--- config.mk ---
export PLATFORM = sky130hd
export DESIGN_NAME = ursync_receiver
export DESIGN_NICKNAME = d
export VERILOG_FILES = /design/src/shared/ursync_pkg.sv /design/src/hw/ursync_baud_gen.sv /design/src/hw/ursync_rx_fifo.sv /design/src/hw/ursync_receiver.sv
export SDC_FILE = /design/constraint.sdc
export NUM_CORES = 1
export LEC_CHECK = 0
export BUFFER_PORTS_ARGS = -buffer_cell sky130_fd_sc_hd__buf_2
export CAP_MARGIN = 20
export CORE_ASPECT_RATIO = 1.25
export CORE_MARGIN = 8
export CORE_UTILIZATION = 53
export DETAILED_ROUTE_END_ITERATION = 10
export PLACE_DENSITY = 0.75
export RECOVER_POWER = 100
export SYNTH_ARGS = -nofsm -noshare
export SYNTH_HDL_FRONTEND = slang
export SYNTH_SLANG_ARGS = --single-unit
--- constraint.sdc ---
create_clock -name ref_clk -period 3 [get_ports ref_clk]
set_input_delay 0.3 -clock ref_clk [delete_from_list [all_inputs] [get_ports ref_clk]]
set_output_delay 0.3 -clock ref_clk [all_outputs]
set_load 0.1 [all_outputs]
--- src/shared/ursync_pkg.sv ---
package ursync_pkg;

  // Register byte offsets on the Avalon-MM slave
  localparam logic [3:0] STATUS_OFS  = 4'h0;
  localparam logic [3:0] CONTROL_OFS = 4'h4;
  localparam logic [3:0] FORMAT_OFS  = 4'h8;
  localparam logic [3:0] DATA_OFS    = 4'hC;
  localparam logic [3:0] BAUD_OFS    = 4'h0;

  // Status register bit positions
  localparam int PE_BIT  = 2;
  localparam int OVR_BIT = 3;
  localparam int FE_BIT  = 4;
  localparam int RXC_BIT = 7;
  localparam int DS_BIT  = 1;

  // Control register bit positions
  localparam int RXEN_BIT = 4;
  localparam int RXCIE_BIT = 7;

  // Frame format register bit positions
  localparam int STOP_BIT   = 3;
  localparam int PODD_BIT   = 4;
  localparam int PEN_BIT    = 5;
  localparam int SIZE_LSB   = 1;

  // Reset values
  localparam logic [7:0]  CONTROL_RST = 8'h00;
  localparam logic [7:0]  FORMAT_RST  = 8'h06;
  localparam logic [15:0] BAUD_RST    = 16'h0000;

  // Oversampling: samples per bit and vote centre; receive buffer depth
  localparam logic [3:0] NORM_LAST  = 4'hF;
  localparam logic [3:0] DBL_LAST   = 4'h7;
  localparam logic [3:0] NORM_VOTE0 = 4'h7;
  localparam logic [3:0] DBL_VOTE0  = 4'h3;
  localparam int         DEPTH      = 2;

  // One buffered character with its status
  typedef struct packed {
    logic       frameErr;
    logic       overrun;
    logic       parityErr;
    logic [7:0] data;
  } ursync_entry_t;

endpackage : ursync_pkg

--- src/hw/ursync_baud_gen.sv ---
`timescale 1ns/1ns
module ursync_baud_gen
  import ursync_pkg::*;
(
  // Clock and reset
  input  wire logic        ref_clk,
  input  wire logic        reset_n,
  // Control
  input  wire logic        enable,
  input  wire logic [15:0] divisor,
  // Oversample strobe
  output      logic        sampleTick
);

  logic [15:0] countReg;

  // Divide ref_clk; tick every divisor+1 cycles
  always_ff @(posedge ref_clk or negedge reset_n)
  begin
    if (!reset_n)
    begin
      countReg   <= 16'h0000;
      sampleTick <= 1'b0;
    end
    else if (!enable)
    begin
      countReg   <= 16'h0000;
      sampleTick <= 1'b0;
    end
    else if (countReg >= divisor)
    begin
      countReg   <= 16'h0000;
      sampleTick <= 1'b1;
    end
    else
    begin
      countReg   <= countReg + 16'h0001;
      sampleTick <= 1'b0;
    end
  end

endmodule : ursync_baud_gen

--- src/hw/ursync_rx_fifo.sv ---
`timescale 1ns/1ns
module ursync_rx_fifo
  import ursync_pkg::*;
(
  // Clock and reset
  input  wire logic          ref_clk,
  input  wire logic          reset_n,
  // Control
  input  wire logic          flush,
  input  wire logic          push,
  input  wire ursync_entry_t pushEntry,
  input  wire logic          pop,
  // State
  output      ursync_entry_t headEntry,
  output      logic          notEmpty,
  output      logic          full
);

  ursync_entry_t memArr [DEPTH];
  logic          wrPtr;
  logic          rdPtr;
  logic [1:0]    countReg;

  assign headEntry = memArr[rdPtr];
  assign notEmpty  = (countReg != 2'h0);
  assign full      = (countReg == 2'h2);

  // Pointers; flush drops all unread entries
  always_ff @(posedge ref_clk or negedge reset_n)
  begin
    if (!reset_n)
    begin
      wrPtr    <= 1'b0;
      rdPtr    <= 1'b0;
      countReg <= 2'h0;
    end
    else if (flush)
    begin
      wrPtr    <= 1'b0;
      rdPtr    <= 1'b0;
      countReg <= 2'h0;
    end
    else
    begin
      if (push && !full)
        wrPtr <= ~wrPtr;
      if (pop && notEmpty)
        rdPtr <= ~rdPtr;
      countReg <= countReg + {1'b0, push && !full}
                           - {1'b0, pop && notEmpty};
    end
  end

  // Storage; no reset needed on data
  always_ff @(posedge ref_clk)
  begin
    if (push && !full && !flush)
      memArr[wrPtr] <= pushEntry;
  end

endmodule : ursync_rx_fifo

--- src/hw/ursync_receiver.sv ---
`timescale 1ns/1ns
// Overview of operation
// Receive-complete set while buffer holds data
// Clearing enable flushes buffer, clears flag
// Interrupt requested while flag and enable
// Data read pops one character
// Error flags stored with each character
// Software writes to error flags ignored
// Software writes zero errors, reads status first
// Error flags never raise interrupts
// Frame error means first stop sampled zero
// Only first stop bit checked
// Overrun: buffer full, shifter full, start
// Overrun cleared on successful transfer
// Parity checked only when enabled, odd/even
// Parity result stored with character
// Parity error reads zero when disabled
// Disable abandons frame immediately
// Software flushes by reading until empty
// Sixteen samples per bit, eight double-speed
// Falling edge starts detection, sample one
// Vote start samples, reject noise
// Valid start resynchronises bit timing
// Odd select one means odd parity
// Each bit majority of centre samples
// Enable hands pin to receiver
module ursync_receiver
  import ursync_pkg::*;
(
  // Clock and reset
  input  wire logic        ref_clk,
  input  wire logic        reset_n,
  // Avalon-MM slave
  input  wire logic [3:0]  address,
  input  wire logic        read,
  input  wire logic        write,
  input  wire logic [31:0] writedata,
  output      logic [31:0] readdata,
  output      logic        waitrequest,
  // Serial line
  input  wire logic        serialInputPin,
  // Status
  output      logic        rxIrq,
  output      logic        pinOverride
);

  typedef enum logic [3:0] {
    ST_IDLE  = 4'b0001,
    ST_START = 4'b0010,
    ST_BITS  = 4'b0100,
    ST_HOLD  = 4'b1000
  } ursync_state_t;

  ursync_state_t stateReg;
  logic [7:0]    controlReg;
  logic [7:0]    formatReg;
  logic [15:0]   baudReg;
  logic          doubleSpeedReg;
  logic          ackReg;
  logic          overrunReg;
  logic          lineReg;
  logic [3:0]    phaseReg;
  logic [3:0]    bitIdxReg;
  logic [2:0]    voteReg;
  logic [8:0]    shiftReg;
  logic          parityErrReg;
  logic          stopErrReg;
  logic          pendingReg;
  ursync_entry_t holdEntry;
  ursync_entry_t headEntry;
  logic          sampleTick;
  logic          notEmpty;
  logic          full;
  logic          rxEnable;
  logic          parityOn;
  logic [3:0]    lastPhase;
  logic [3:0]    vote0;
  logic [3:0]    dataBits;
  logic [3:0]    frameBits;
  logic          popReq;
  logic          pushReq;
  logic          bitVal;
  logic          pushedFlag;

  // Majority of three samples
  function automatic logic majority(input logic [2:0] s);
    majority = (s[0] & s[1]) | (s[0] & s[2]) | (s[1] & s[2]);
  endfunction : majority

  assign rxEnable  = controlReg[RXEN_BIT];
  assign parityOn  = formatReg[PEN_BIT];
  assign lastPhase = doubleSpeedReg ? DBL_LAST : NORM_LAST;
  assign vote0     = doubleSpeedReg ? DBL_VOTE0 : NORM_VOTE0;
  // Size field 0..3 gives 5..8 data bits
  assign dataBits  = 4'h5 + {2'b00, formatReg[SIZE_LSB +: 2]};
  assign frameBits = dataBits + {3'b000, parityOn};
  assign bitVal    = majority(voteReg);
  assign popReq    = read && ackReg && (address == DATA_OFS);
  assign pushReq   = pendingReg && !full;

  ursync_baud_gen u_baud (
    .ref_clk    (ref_clk),
    .reset_n    (reset_n),
    .enable     (rxEnable),
    .divisor    (baudReg),
    .sampleTick (sampleTick)
  );

  ursync_rx_fifo u_fifo (
    .ref_clk   (ref_clk),
    .reset_n   (reset_n),
    .flush     (!rxEnable),
    .push      (pushReq),
    .pushEntry (holdEntry),
    .pop       (popReq),
    .headEntry (headEntry),
    .notEmpty  (notEmpty),
    .full      (full)
  );

  // One wait cycle per access keeps read data registered
  always_ff @(posedge ref_clk or negedge reset_n)
  begin
    if (!reset_n)
    begin
      ackReg      <= 1'b0;
      waitrequest <= 1'b1;
    end
    else
    begin
      ackReg      <= (read || write) && !ackReg;
      waitrequest <= !((read || write) && !ackReg);
    end
  end

  // Software registers; error positions are never stored
  always_ff @(posedge ref_clk or negedge reset_n)
  begin
    if (!reset_n)
    begin
      controlReg     <= CONTROL_RST;
      formatReg      <= FORMAT_RST;
      baudReg        <= BAUD_RST;
      doubleSpeedReg <= 1'b0;
    end
    else if (write && ackReg)
    begin
      case (address)
        STATUS_OFS:  doubleSpeedReg <= writedata[DS_BIT];
        CONTROL_OFS: controlReg <= writedata[7:0];
        FORMAT_OFS:  formatReg  <= writedata[7:0];
        DATA_OFS:    baudReg    <= writedata[31:16];
        default:     baudReg    <= baudReg;
      endcase
    end
  end

  // Read mux; error flags come from the head entry
  always_ff @(posedge ref_clk or negedge reset_n)
  begin
    if (!reset_n)
      readdata <= 32'h00000000;
    else if (read && !ackReg)
    begin
      readdata <= 32'h00000000;
      case (address)
        STATUS_OFS:
        begin
          readdata[RXC_BIT] <= notEmpty;
          readdata[FE_BIT]  <= notEmpty && headEntry.frameErr;
          readdata[OVR_BIT] <= notEmpty && headEntry.overrun;
          readdata[PE_BIT]  <= notEmpty && parityOn
                               && headEntry.parityErr;
          readdata[DS_BIT]  <= doubleSpeedReg;
        end
        CONTROL_OFS: readdata[7:0] <= controlReg;
        FORMAT_OFS:  readdata[7:0] <= formatReg;
        DATA_OFS:
        begin
          readdata[7:0]   <= notEmpty ? headEntry.data : 8'h00;
          readdata[31:16] <= baudReg;
        end
        default:     readdata <= 32'h00000000;
      endcase
    end
  end

  // Interrupt only from receive-complete, never from errors
  always_ff @(posedge ref_clk or negedge reset_n)
  begin
    if (!reset_n)
      rxIrq <= 1'b0;
    else
      rxIrq <= notEmpty && controlReg[RXCIE_BIT];
  end

  // Pin ownership follows the enable bit
  always_ff @(posedge ref_clk or negedge reset_n)
  begin
    if (!reset_n)
      pinOverride <= 1'b0;
    else
      pinOverride <= rxEnable;
  end

  assign pushedFlag = pushReq;

  // Receive sequencer on oversample ticks
  always_ff @(posedge ref_clk or negedge reset_n)
  begin
    if (!reset_n)
    begin
      stateReg     <= ST_IDLE;
      lineReg      <= 1'b1;
      phaseReg     <= 4'h0;
      bitIdxReg    <= 4'h0;
      voteReg      <= 3'b000;
      shiftReg     <= 9'h000;
      parityErrReg <= 1'b0;
      stopErrReg   <= 1'b0;
    end
    else if (!rxEnable)
    begin
      stateReg <= ST_IDLE;
      lineReg  <= 1'b1;
    end
    else if (sampleTick)
    begin
      lineReg <= serialInputPin;
      // Collect the three centre samples of the bit
      if (phaseReg >= vote0 && phaseReg <= vote0 + 4'h2)
        voteReg <= {voteReg[1:0], serialInputPin};
      case (stateReg)
        ST_IDLE, ST_HOLD:
        begin
          if (lineReg && !serialInputPin)
          begin
            stateReg <= ST_START;
            phaseReg <= 4'h1;
            shiftReg <= 9'h000; // Stale bits would spoil short parity
          end
        end
        ST_START:
        begin
          phaseReg <= phaseReg + 4'h1;
          if (phaseReg == vote0 + 4'h3)
          begin
            if (bitVal)
              stateReg <= ST_IDLE;
          end
          if (phaseReg == lastPhase)
          begin
            stateReg  <= ST_BITS;
            phaseReg  <= 4'h0;
            bitIdxReg <= 4'h0;
          end
        end
        ST_BITS:
        begin
          phaseReg <= phaseReg + 4'h1;
          if (phaseReg == vote0 + 4'h3)
          begin
            bitIdxReg <= bitIdxReg + 4'h1;
            if (bitIdxReg < dataBits)
              shiftReg <= {1'b0, bitVal, shiftReg[7:1]} >> 0;
            else if (bitIdxReg < frameBits)
              parityErrReg <= bitVal ^ formatReg[PODD_BIT]
                ^ (^shiftReg[7:0]);
            else
            begin
              stopErrReg <= !bitVal;
              stateReg   <= ST_HOLD;
            end
          end
          if (phaseReg == lastPhase)
            phaseReg <= 4'h0;
        end
        default: stateReg <= ST_IDLE;
      endcase
    end
  end

  // Right-justify short characters for the buffer
  function automatic logic [7:0] alignData(input logic [7:0] s,
                                           input logic [3:0] n);
    alignData = s >> (4'h8 - n);
  endfunction : alignData

  // Shifter full flag and overrun tracking
  always_ff @(posedge ref_clk or negedge reset_n)
  begin
    if (!reset_n)
    begin
      pendingReg <= 1'b0;
      overrunReg <= 1'b0;
      holdEntry  <= '0;
    end
    else if (!rxEnable)
    begin
      pendingReg <= 1'b0;
      overrunReg <= 1'b0;
    end
    else
    begin
      if (sampleTick && stateReg == ST_BITS
          && phaseReg == vote0 + 4'h3 && bitIdxReg >= frameBits)
      begin
        if (!pendingReg || pushedFlag)
        begin
          pendingReg          <= 1'b1;
          holdEntry.data      <= alignData(shiftReg[7:0], dataBits);
          holdEntry.frameErr  <= !bitVal;
          holdEntry.parityErr <= parityOn && parityErrReg;
          holdEntry.overrun   <= overrunReg;
        end
      end
      else if (pushedFlag)
      begin
        pendingReg <= 1'b0;
        overrunReg <= 1'b0;
      end
      // Full buffer, waiting character, new start: lose it
      if (sampleTick && pendingReg && full && !pushedFlag
          && (stateReg == ST_HOLD || stateReg == ST_IDLE)
          && lineReg && !serialInputPin)
      begin
        overrunReg <= 1'b1;
        pendingReg <= 1'b0;
      end
    end
  end

  // Clearing enable empties the buffer and drops receive-complete
  AST_RXC_FLAG: assert property (
    @(posedge ref_clk) disable iff (!reset_n)
    !rxEnable |=> !notEmpty)
    else $error("buffer not flushed on disable");

  AST_IRQ_FOLLOWS: assert property (
    @(posedge ref_clk) disable iff (!reset_n)
    rxIrq == $past(notEmpty && controlReg[RXCIE_BIT]))
    else $error("interrupt does not follow flag");

  AST_POP_ONE: assert property (
    @(posedge ref_clk) disable iff (!reset_n)
    popReq && notEmpty && !pushReq && rxEnable
      |=> u_fifo.countReg == $past(u_fifo.countReg) - 2'h1)
    else $error("read did not remove one character");

  AST_PE_OFF: assert property (
    @(posedge ref_clk) disable iff (!reset_n)
    pushReq && !parityOn |-> !holdEntry.parityErr)
    else $error("parity error while checking off");

  AST_ABANDON: assert property (
    @(posedge ref_clk) disable iff (!reset_n)
    !rxEnable |=> stateReg == ST_IDLE && !pendingReg)
    else $error("frame not abandoned on disable");

  AST_OVR_CLR: assert property (
    @(posedge ref_clk) disable iff (!reset_n)
    pushReq && !(sampleTick && stateReg != ST_IDLE) && rxEnable
      |=> !overrunReg)
    else $error("overrun not cleared on transfer");

  AST_START_SEQ: assert property (
    @(posedge ref_clk) disable iff (!reset_n)
    sampleTick && rxEnable && stateReg == ST_IDLE && lineReg
      && !serialInputPin |=> stateReg == ST_START && phaseReg == 4'h1)
    else $error("start detect missed");

  AST_NOISE: assert property (
    @(posedge ref_clk) disable iff (!reset_n)
    sampleTick && rxEnable && stateReg == ST_START
      && phaseReg == vote0 + 4'h3 && bitVal |=> stateReg == ST_IDLE)
    else $error("noise start accepted");

  AST_PIN: assert property (
    @(posedge ref_clk) disable iff (!reset_n)
    $rose(rxEnable) |=> pinOverride)
    else $error("pin not handed to receiver");

  COV_FRAME: cover property (@(posedge ref_clk) disable iff (!reset_n)
    pushReq);
  COV_OVERRUN: cover property (@(posedge ref_clk) disable iff (!reset_n)
    $rose(overrunReg));
  COV_NOISE: cover property (@(posedge ref_clk) disable iff (!reset_n)
    stateReg == ST_START ##1 stateReg == ST_IDLE);

endmodule : ursync_receiver

After elaboration in Yosys (flattened, before gate mapping)
Memories as Yosys holds them, arrays and structs flattened.
Cells that the tools add are included.
Storage, ports and cells
  word-level logic and storage cells: 188
  memories kept: 1
  register bits after elaboration: 120
  memory bits (writable): 22
Memory list
  u_fifo.memArr: words 2, width 11, rd ports 1, clocked after Yosys merged registers in 0, wr ports 1, RTL line ursync_rx_fifo.sv:19  | ursync_entry_t memArr [DEPTH];
Operators by class
  $add $sub $neg: 10
  magnitude comparators: 6
  reductions and logical operators: 57
  equal/unequal tests: 27
  shift operators: 1
  bitwise operators: 10
  muxes and demuxes: 49
Operator list (count)
  2-to-1 mux 4 bit: 14
  2-to-1 mux 16 bit: 3
  2-to-1 mux 8 bit: 4
  logical AND 1 bit: 26
  2-to-1 mux 1 bit: 18
  adder 16 x 1 -> 16 bit, second input constant: 1
  >= comparator 16 bit: 1
  one-hot mux 4 bit (2 select lines): 2
  one-hot mux 4 bit (4 select lines): 1
  one-hot mux 8 bit (2 select lines): 1
  == test 4 bit, second input constant: 3
  one-hot mux 4 bit (3 select lines): 1
  AND reduction 2 bit: 6
  AND reduction 6 bit: 2
  != test 3 bit, second input constant: 3
  adder 3 x 2 -> 4 bit, second input constant: 2
  adder 4 x 1 -> 4 bit, second input constant: 2
  == test 4 x 3 -> 1 bit, second input constant: 2
  == test 4 bit: 2
  less-than comparator 4 bit: 2
  != test 2 x 1 -> 1 bit, second input constant: 4
  != test 4 bit, second input constant: 2
  nonzero test 2 bit: 4
  parity 8 bit: 1
  34 further kinds: 53

Depth between registers and ports, before layout
Gate-level depths: netlist of run 1.
  depth after elaboration: 10
  gate-level depth with buffers: 12
  mapped depth without buffers: 10

By module
Synthesis of run 1 repeated with hierarchy kept, for this count alone.
Second synthesis, totals
  cells, all modules: 664
  area, all modules: 7373.3 µm²
By module, submodules not included
  ursync_receiver: cells an instance 477, area each 5114.9 µm², seq. area each 2483.6 µm², times used 1
  ursync_baud_gen: cells an instance 128, area each 1207.4 µm², seq. area each 425.4 µm², times used 1
  ursync_rx_fifo: cells an instance 59, area each 1051.0 µm², seq. area each 760.7 µm², times used 1

Worst setup path after synthesis of run 1
Ideal clock, no wire load.
  path kind: flip-flop to flip-flop
  start point: reg formatReg[1]
  end point: reg holdEntry[7] (netlist bit)
  path buffers: 2
  data arrival time: 2876 ps
  data required time: 2896 ps
  library setup time: 104 ps
  path slack: 21 ps
  cell stages (with the launch flop): 13
  path through: dfstp_2 > clkbuf_1 > inv_1 > ha_1 > inv_1 > fa_1 > ha_1 > nor2b_1 > o211ai_1 > a311o_1 > buf_2 > nand2_1 > o41ai_2
Between the ends
  word-level cells in the longest chain between the ends: 5
  elaborated cells on any way between the ends: 7
  those cells by class: 3 x add/sub; 1 x order compare; 1 x shift; 2 x reduce/logical
RTL lines
  start, declared: RTL line ursync_receiver.sv:56  | logic [7:0] formatReg;
  start signal, assigned: RTL line ursync_receiver.sv:151  | FORMAT_OFS: formatReg <= writedata[7:0];
  adder 3 x 2 -> 4 bit *: RTL line ursync_receiver.sv:95  | assign dataBits = 4'h5 + {2'b00, formatReg[SIZE_LSB +: 2]};
  adder 4 x 1 -> 4 bit: RTL line ursync_receiver.sv:96  | assign frameBits = dataBits + {3'b000, parityOn};
  >= comparator 4 bit: RTL line ursync_receiver.sv:306  | && phaseReg == vote0 + 4'h3 && bitIdxReg >= frameBits)
  logical AND 1 bit: RTL line ursync_receiver.sv:306
  AND reduction 3 bit (no line)
  end, declared: RTL line ursync_receiver.sv:69  | ursync_entry_t holdEntry;
Every way passes the cells marked *; elsewhere a longest branch is shown, timed or not.
A chain may end at the register's enable or synchronous reset.

Final worst setup path of run 1
  start point: reg formatReg[1]
  end point: reg holdEntry[5] (netlist bit)
The elaborated chain is that of the path after synthesis.

==> results of run 1 <==
==> flip-flops by register name (all words and copies together) (netlist names), 2 cells and up <==
| register | count |
|---|---|
| baudReg | 16 |
| u_fifo.countReg | 2 |
| u_fifo.memArr | 22 |
| voteReg | 3 |
| readdata | 24 |
| bitIdxReg | 4 |
| holdEntry | 11 |
| formatReg | 8 |
| u_baud.countReg | 16 |
| shiftReg | 8 |
| controlReg | 8 |
| phaseReg | 4 |
| stateReg | 4 |
==> cells by family (layout without fill, tap and decap cells) <==
family                     Yosys count  count (layout)  synth area share [%]
muxes                               41              41                  7.05
xor gates and xnor gates            33              33                  4.04
DFF                                142             142                  51.3
adders and majority gates           37              37                  6.54
buffers and inverters               65             139                  4.20
and+or+nand+nor                    177             177                  13.1
AOI/OAI and AO/OA                  136             136                  13.7
other                                1               8                0.0524
==> cell type report <==
type                       instances  area share (%)
multi-input combinational        432            39.4
clock inverter                    12            1.38
inverter                          32            1.47
tap                              171            2.62
clock buffer                      19            5.56
timing repair buffer              76            4.57
sequential                       142            45.0
==> per-stage QoR <==
stage	TNS, ns	hold WS (ns)	area (µm²)	worst slack (ns)
after CTS	0	0.0795	8190	0.179
after global placement	0	0.344	7610	0.287
after floorplan	0	0.00441	7180	0.0208
after detailed placement	0	0.353	7610	0.208
final	0	0.0824	8150	0.114
after global routing	-0.00140	0.0942	8150	-0.00140
==> report_power, final <==
group | total, µW | switching (µW) | internal [µW]
clock network | 2000 | 818 | 1190
registers | 2190 | 97.2 | 2100
logic | 789 | 534 | 255
total | 4990 | 1450 | 3540
==> cells in the final DEF (no fill, tap or decap), drive strengths merged, types with 7 or more instances in the layout <==
cell type | netlist | final
a21oi | 9 | 9
a22o | 30 | 30
and2 | 7 | 7
buf | 16 | 38
clkbuf | 17 | 56
clkinv | 0 | 7
conb | 1 | 8
dfrtp | 115 | 115
edfxtp | 22 | 22
ha | 35 | 35
inv | 32 | 35
mux2 | 25 | 25
mux2i | 11 | 11
nand2 | 69 | 69
nand3 | 15 | 15
nand4 | 7 | 7
nor2 | 18 | 18
nor2b | 8 | 8
nor3 | 23 | 23
o21ai | 41 | 41
o22ai | 9 | 9
xnor2 | 21 | 21
xor2 | 12 | 12
==> worst min-delay path, stage by stage <==
cell and delay, ns:
buf_2 0.08, nand2_1 0.03, o21ai_0 0.06
==> final timing paths <==
check | start | endpoint | slack [ns] | cells past startpoint
min in group asynchronous | reset_n | readdata[4] | 0.65 | 2
min reg2reg | holdEntry[8] | u_fifo.memArr[0][8] | 0.47 | 0
max reg2reg | formatReg[1] | holdEntry[5] | 0.11 | 12
max | formatReg[1] | holdEntry[5] | 0.11 | 12
min | writedata[27] | baudReg[11] | 0.08 | 3
max in group asynchronous | reset_n | u_fifo.rdPtr | 0.66 | 3
==> metal layers <==
layer / up-vias / wire length [µm]
met1: 2562 / 6690
met2: 165 / 7920
met3: 28 / 806
met5: - / 0
li1: 2419 / -
met4: 0 / 305
==> what timing repair did <==
item | 4_1_cts | 5_1_grt
hold buffers | 1 | 0
hold endpoints to repair | 48 | 0
endpoints found under the setup margin | 0 | 1
resized for setup | 0 | 6
buffers inserted | 0 | 4
==> reports/results.ini, run 1 <==
[floorplan]
start_util_pct = 54.1
die_area_um2 = 17500
rows = 47
io_pins = 76
die_w_um = 120
fp.dieH_um = 146
core_area_um2 = 13200

[yosys]
yosys-top-cells-count = dfrtp_1 (115), nand2_1 (69), ha_1 (35)
synth_area_leaders = dfrtp_1 (40%), edfxtp_1 (9.2%), ha_1 (6.1%)
synth-async-reset-ratio_pct = 84.5
synth_top_area_share_pct = 40.2
synth_largest_area_cell = dfrtp_1
synth-seq-cells = 142
ys_seq_area_share_pct = 51.3
synth_ff_type = dfrtp_1
synth_enable_flop_cells = 22
syn_area_um2 = 7150
yosysMostFrequentCell = dfrtp_1
ys_types = 77
yosys_warnings = 0
synthCells = 632
postSynthAreaPerCell_um2 = 11.3

[timing]
min_period_ns = 2.89
fin_crit_sh_pct = 96.2
hold_violations = 0
setup_viol = 0
finClkSkew_ns = 0.0118
tightest_slew_ns = 1.64
max_clock_freq_mhz = 346
drv_slew = 17
worst_slew_margin_rel_pct = -10.5

[place]
globalplace.congestion = 0.828
dp_hpwl_um = 11200
io_buffer_count = 59
dp_cells = 847

[flow_run]
drv_cap = 1

[power_and_ir_drop]
leakage_uw = 0.00359
power.total_uw = 4990
p_per_area_nw_per_um2 = 612
peakVddDrop_v = 0.000350

[clock_tree]
clkTransAtPathRegs_ns = 0.06
worst_skew_pair.late_latency_ns = 0.42
cts.sinks = 142
cts_tree = done
cts_root_buf = clkbuf_16
cts_buffer_depth = 2
cts_buffers = 17
htreeDepth = 4

[worst_setup_path]
cp_slowest_stage_delay_ns = 0.53
critPathCaptureType = register
crit_arrival_ns = 3.18
critPathRequiredTime_ns = 3.29
crit_family = adder cells
crit_path_max_fanout = 6
cpMaxStageDelayCell = dfstp_2
cp_cell_sequence = inv_2, ha_2, inv_1, fa_1, ha_4, nor2b_2, o211ai_1, a311o_1, buf_6, buf_2, nand2_1, o31ai_1
start_kind = register
critPathBufInv = 4
path_class = reg -> reg

[finish]
fin_util_pct = 61.6
num-fill-cells = 1070
drive_gt1_share_pct = 17.7
area_growth_pct = 14.0
multi_input_area_um2 = 3210
regArea_um2 = 3670
fin_nets = 778
antenna_cells = 0
stdcell_count = 884

[route]
via_per_inst = 5.85
drt_wl_total_um = 15700
drc = 0
initialDrtViolationCount = 493
firstDrtPassIters = 5
vias = 5174
antenna_left = 0
wl_per_cell_um = 17.8

[global_routing]
track_usage_pct = 18.3
grt_overflow = 0
antenna_found_initial = 0
grt_pass1_vias = 5352
grt_max_degree = 72
grt_first_pass_wirelength_um = 26000
busiest_layer = met2
grt.met3_usage_pct = 4.85
met2_usage_pct = 30.4
grt_use_met1_pct = 21.9

[status]
failed_checks = max-capacitance violations, max-slew violations
status = finished with violations

[worst_hold_path]
hold_path_class = in -> reg

Power figures use the tool's default switching activity.
==> run 2: changes to the inputs <==
--- a/config.mk
+++ b/config.mk
@@ -5,13 +5,14 @@
 export SDC_FILE = /design/constraint.sdc
 export NUM_CORES = 1
 export LEC_CHECK = 0
-export BUFFER_PORTS_ARGS = -buffer_cell sky130_fd_sc_hd__buf_2
+export ABC_AREA = 1
 export CAP_MARGIN = 20
 export CORE_ASPECT_RATIO = 1.25
 export CORE_MARGIN = 8
-export CORE_UTILIZATION = 53
+export CORE_UTILIZATION = 55
 export DETAILED_ROUTE_END_ITERATION = 10
-export PLACE_DENSITY = 0.75
+export DONT_BUFFER_PORTS = 1
+export PLACE_DENSITY = 0.72
 export RECOVER_POWER = 100
 export SYNTH_ARGS = -nofsm -noshare
 export SYNTH_HDL_FRONTEND = slang
==> reports/results.ini, run 2 <==
[finish]
antenna_cells = 0
fin_nets = 979
area_growth_pct = 6.83
regMostFlops = readdata
final_common_cell = nand2_1
final_cell_mix = nand2_1 (285), dfrtp_1 (115), inv_1 (100), nor2_1 (74), nand3_1 (58)
drive_gt1_share_pct = 7.65
reg_top3 = readdata: 24 flops, u_fifo.memArr: 22 flops
largest_register_ffs = 24
fin_util_pct = 59.4
stdcell_count = 1090

[route]
drt_wl_total_um = 15200
wl_per_cell_um = 13.9
firstDrtPassIters = 5
antenna_left = 0
vias = 5613
drc = 0
initialDrtViolationCount = 368
via_per_inst = 5.15

[place]
dp_hpwl_um = 10900
dp_cells = 1056
io_buffer_count = 0
dp_slack_ns = 0.334
globalplace.congestion = 0.850

[clock_tree]
cts_root_buf = clkbuf_16
clkTransAtPathRegs_ns = 0.07
cts_setup_buffers = 0
cts_buffers = 17
cts_buffer_depth = 2
htreeDepth = 4
cts_resized = 0
holdBufCountCts = 2
worst_skew_pair.late_latency_ns = 0.42
cts_tree = done
cts.sinks = 142

[floorplan]
core_area_um2 = 13600
start_util_pct = 55.6
fp.dieH_um = 147
rows = 48
io_pins = 76
die_w_um = 121
die_area_um2 = 17800

[timing]
max_clock_freq_mhz = 381
finalWorstSetupSlack_ns = 0.374
worst_slew_margin_rel_pct = 23.4
fin_crit_sh_pct = 87.5
drv_slew = 0
min_period_ns = 2.63
tightest_slew_ns = 1.15
setup_viol = 0
hold_violations = 120
fin_hold_ws_ns = -0.429
finClkSkew_ns = 0.0142
grt_setup_unrepaired = false
timing.setup.tns_ns = 0

[yosys]
ys_seq_area_share_pct = 48.4
synth-seq-cells = 142
syn_area_um2 = 7590
ys_types = 49
postSynthAreaPerCell_um2 = 8.47
yosys-top-cells-count = nand2_1 (279), dfrtp_1 (115), inv_1 (100)
synthCells = 896
synth_top_area_share_pct = 37.9
yosys_warnings = 0
synth_ff_type = dfrtp_1
yosysMostFrequentCell = nand2_1
synth_area_leaders = dfrtp_1 (38%), nand2_1 (14%), edfxtp_1 (8.7%)
synth_largest_area_cell = dfrtp_1
synth_enable_flop_cells = 22
synth-async-reset-ratio_pct = 84.5

[worst_setup_path]
cp_slowest_stage_delay_ns = 0.53
critPathRequiredTime_ns = 3.35
cp_cell_sequence = inv_1, ha_1, inv_1, fa_1, ha_1, inv_1, o21bai_1, nand2_1, nand3_1, nand4_4, inv_1, nand2_1, nand2_1
rr_worst_depth = 13
cpMaxStageDelayCell = dfstp_2
crit_family = adder cells
critPathCaptureType = register
crit_path_end = holdEntry[0]
start_kind = register
ff2ff_setup_slack_ns = 0.37
path_class = reg -> reg
crit_path_start = formatReg[1]
reg2reg_from = formatReg[1]
r2r-end = holdEntry[0]
crit_cells = 13
crit_arrival_ns = 2.98
crit_top_cell = inv_1
crit_path_max_fanout = 18
critPathBufInv = 4

[power_and_ir_drop]
peakVddDrop_v = 0.000361
p_per_area_nw_per_um2 = 615
leakage_uw = 0.00405

[global_routing]
antenna_found_initial = 0
track_usage_pct = 17.9
grt_first_pass_wirelength_um = 25800
grt_overflow = 0
grt_pass1_vias = 5501
grt_max_degree = 121

[flow_run]
drv_cap = 0

[status]
failed_checks = negative hold slack
status = finished with violations

[worst_hold_path]
hold_path_class = in -> async

[run 2: how the worst min path moves through the flow]
stage / from / endpoint / slack [ns] / cells past startpoint
5_1_grt: reset_n / shiftReg[3] / -0.45 / 0
4_1_cts: reset_n / shiftReg[3] / -0.44 / 0
3_5_place_dp: reset_n / shiftReg[3] / 0.01 / 0
2_1_floorplan: reset_n / ackReg / 0.004 / 0
6_report: reset_n / shiftReg[3] / -0.43 / 0
3_3_place_gp: reset_n / shiftReg[2] / 0.009 / 0
[run 2: logic make-up after synthesis]
group	share of synthesized area, %
compound gates	9.42
fa+ha+maj	6.04
flops	48.4
buf+inv	7.50
simple gates	26.4
xor+xnor	2.08
other cells	0.0494
mux	0.148
[run 2: cell type report]
class                   instances  area (µm²)
clock buffers                  19         454
clock inverters                13         114
fillers                      1221        5530
inverters                     105         398
multi-input cells             630        3210
flip-flops and latches        142        3670
well taps                     175         219
repair buffers                  6        38.8
[run 2: stage by stage]
stage,cell area [µm²],power [µW]
global route,8100,5220
floorplan,7610,2890
finish,8100,4980
detailed placement,7690,3030
CTS,8280,5060
global placement,7690,3010
[run 2: power breakdown]
part | total (µW) | internal [µW] | switching [µW]
Clock | 2020 | 1140 | 879
Combinational | 632 | 205 | 428
Sequential | 2330 | 2080 | 253
[run 2: routing by layer]
metal / share of wire, % / track usage [%] / up-vias
met5: 0 / 0 / -
met4: 2.1 / 7.45 / 0
met3: 4.5 / 3.57 / 22
met2: 48 / 29.4 / 105
met1: 45 / 22.4 / 2614
li1: - / - / 2872
[run 2: worst reg2reg max path, stage by stage (launching register included)]
cell	delay [ns]
dfstp_2	0.53
inv_1	0.09
ha_1	0.21
inv_1	0.06
fa_1	0.40
ha_1	0.30
inv_1	0.04
o21bai_1	0.12
nand2_1	0.08
nand3_1	0.15
nand4_4	0.24
inv_1	0.20
nand2_1	0.07
nand2_1	0.06
==> run 3: changes to the inputs <==
--- a/config.mk
+++ b/config.mk
@@ -13,7 +13,7 @@
 export DETAILED_ROUTE_END_ITERATION = 10
 export DONT_BUFFER_PORTS = 1
 export PLACE_DENSITY = 0.72
-export RECOVER_POWER = 100
+export RECOVER_POWER = 25
 export SYNTH_ARGS = -nofsm -noshare
 export SYNTH_HDL_FRONTEND = slang
 export SYNTH_SLANG_ARGS = --single-unit
==> reports/results.ini, run 3 (synthesis gave the netlist of run 2 again) <==
[place]
dp_slack_ns = 0.334
globalplace.congestion = 0.850
dp_hpwl_um = 10900
placedInstanceArea_um2 = 7690
io_buffer_count = 0

[floorplan]
io_pins = 76
start_util_pct = 55.6
rows = 48
die_w_um = 121
fp.dieH_um = 147
core_area_um2 = 13600
die_area_um2 = 17800

[clock_tree]
worst_skew_pair.late_latency_ns = 0.42
cts_setup_buffers = 0
clkTransAtPathRegs_ns = 0.07
cts.sinks = 142
cts_root_buf = clkbuf_16
htreeDepth = 4
cts_buffers = 17
cts_buffer_depth = 2
cts_resized = 0
cts_tree = done
holdBufCountCts = 2

[finish]
final_cell_mix = nand2_1 (279), dfrtp_1 (115), inv_1 (100), nor2_1 (73), nand3_1 (58)
reg_top3 = readdata: 24 flops, u_fifo.memArr: 22 flops
regArea_um2 = 3670
area_growth_pct = 9.12
antenna_cells = 0
drive_gt1_share_pct = 11.7
final_common_cell = nand2_1
multi_input_area_um2 = 3370
fin_nets = 979
finalInstanceArea_um2 = 8280
largest_register_ffs = 24
num-fill-cells = 1183
regMostFlops = readdata

[worst_setup_path]
r2r-end = holdEntry[0]
crit_family = adder cells
path_class = reg -> reg
critPathBufInv = 4
crit_arrival_ns = 3.00
critPathCaptureType = register
crit_top_cell = inv_1
rr_worst_depth = 13
start_kind = register
critPathRequiredTime_ns = 3.35
cpMaxStageDelayCell = dfstp_2
reg2reg_from = formatReg[1]
crit_path_max_fanout = 18
cp_cell_sequence = inv_1, ha_1, inv_1, fa_1, ha_1, inv_1, o21bai_1, nand2_1, nand3_1, nand4_4, inv_1, nand2_1, nand2_1
ff2ff_setup_slack_ns = 0.36
cp_slowest_stage_delay_ns = 0.53

[global_routing]
grt_pass1_vias = 5501
grt_max_degree = 121
grt_first_pass_wirelength_um = 25800
grt_overflow = 0
track_usage_pct = 17.9
antenna_found_initial = 0

[timing]
timing.setup.tns_ns = 0
fin_hold_ws_ns = -0.428
min_period_ns = 2.64
hold_violations = 120
tightest_slew_ns = 0.928
grt_setup_unrepaired = false
fin_crit_sh_pct = 88.1
drv_slew = 0
setup_viol = 0
worst_slew_margin_rel_pct = 38.1
finClkSkew_ns = 0.0122
max_clock_freq_mhz = 378
finalWorstSetupSlack_ns = 0.356

[route]
drc = 0
firstDrtPassIters = 5
initialDrtViolationCount = 350
vias = 5624
antenna_left = 0
wl_per_cell_um = 13.9
via_per_inst = 5.16
drt_wl_total_um = 15100

[worst_hold_path]
hold_path_class = in -> async

[flow_run]
drv_cap = 0

[status]
failed_checks = negative hold slack
status = finished with violations

[power_and_ir_drop]
peakVddDrop_v = 0.000362
p_per_area_nw_per_um2 = 606
leakage_uw = 0.00415

-- run 3: power by group --
part,internal (µW),switching (µW),total (µW),leakage (µW)
Sequential,2080,252,2330,0.00172
Combinational,218,447,665,0.00216
Clock,1140,881,2020,0.000276
Total,3440,1580,5020,0.00415
-- run 3: how the worst max path moves through the flow --
stage            startpoint      endpoint  slack [ns]  depth (start not counted)
2_1_floorplan  formatReg[1]  holdEntry[0]        0.52                         13
3_3_place_gp   formatReg[1]  holdEntry[1]        0.39                         13
3_5_place_dp   formatReg[1]  holdEntry[0]        0.33                         13
4_1_cts        formatReg[1]  holdEntry[0]        0.32                         13
5_1_grt        formatReg[1]  holdEntry[1]        0.09                         13
6_report       formatReg[1]  holdEntry[0]        0.36                         13
-- run 3: final cells by class --
class	count	share of cell area [%]
inverter	105	4.81
tap	175	2.65
timing repair buffer	6	0.605
sequential	142	44.3
clock inverter	13	1.38
clock buffer	19	5.49
multi-input combinational	630	40.7
-- run 3: routing by layer --
| metal | global-route usage [%] | vias up | routed length [µm] |
|---|---|---|---|
| li1 | - | 2874 | - |
| met5 | 0 | - | 0 |
| met3 | 3.57 | 24 | 645 |
| met2 | 29.4 | 113 | 7330 |
| met1 | 22.4 | 2613 | 6810 |
| met4 | 7.45 | 0 | 308 |
-- run 3: metrics by stage --
step / util, % / std cells / power, µW
6_report: 60.7 / 1090 / 5020
3_5_place_dp: 56.4 / 1056 / 3030
5_1_grt: 60.7 / 1090 / 5260
2_1_floorplan: - / 903 / 2890
3_3_place_gp: 56.4 / 1056 / 3010
4_1_cts: 60.7 / 1090 / 5060
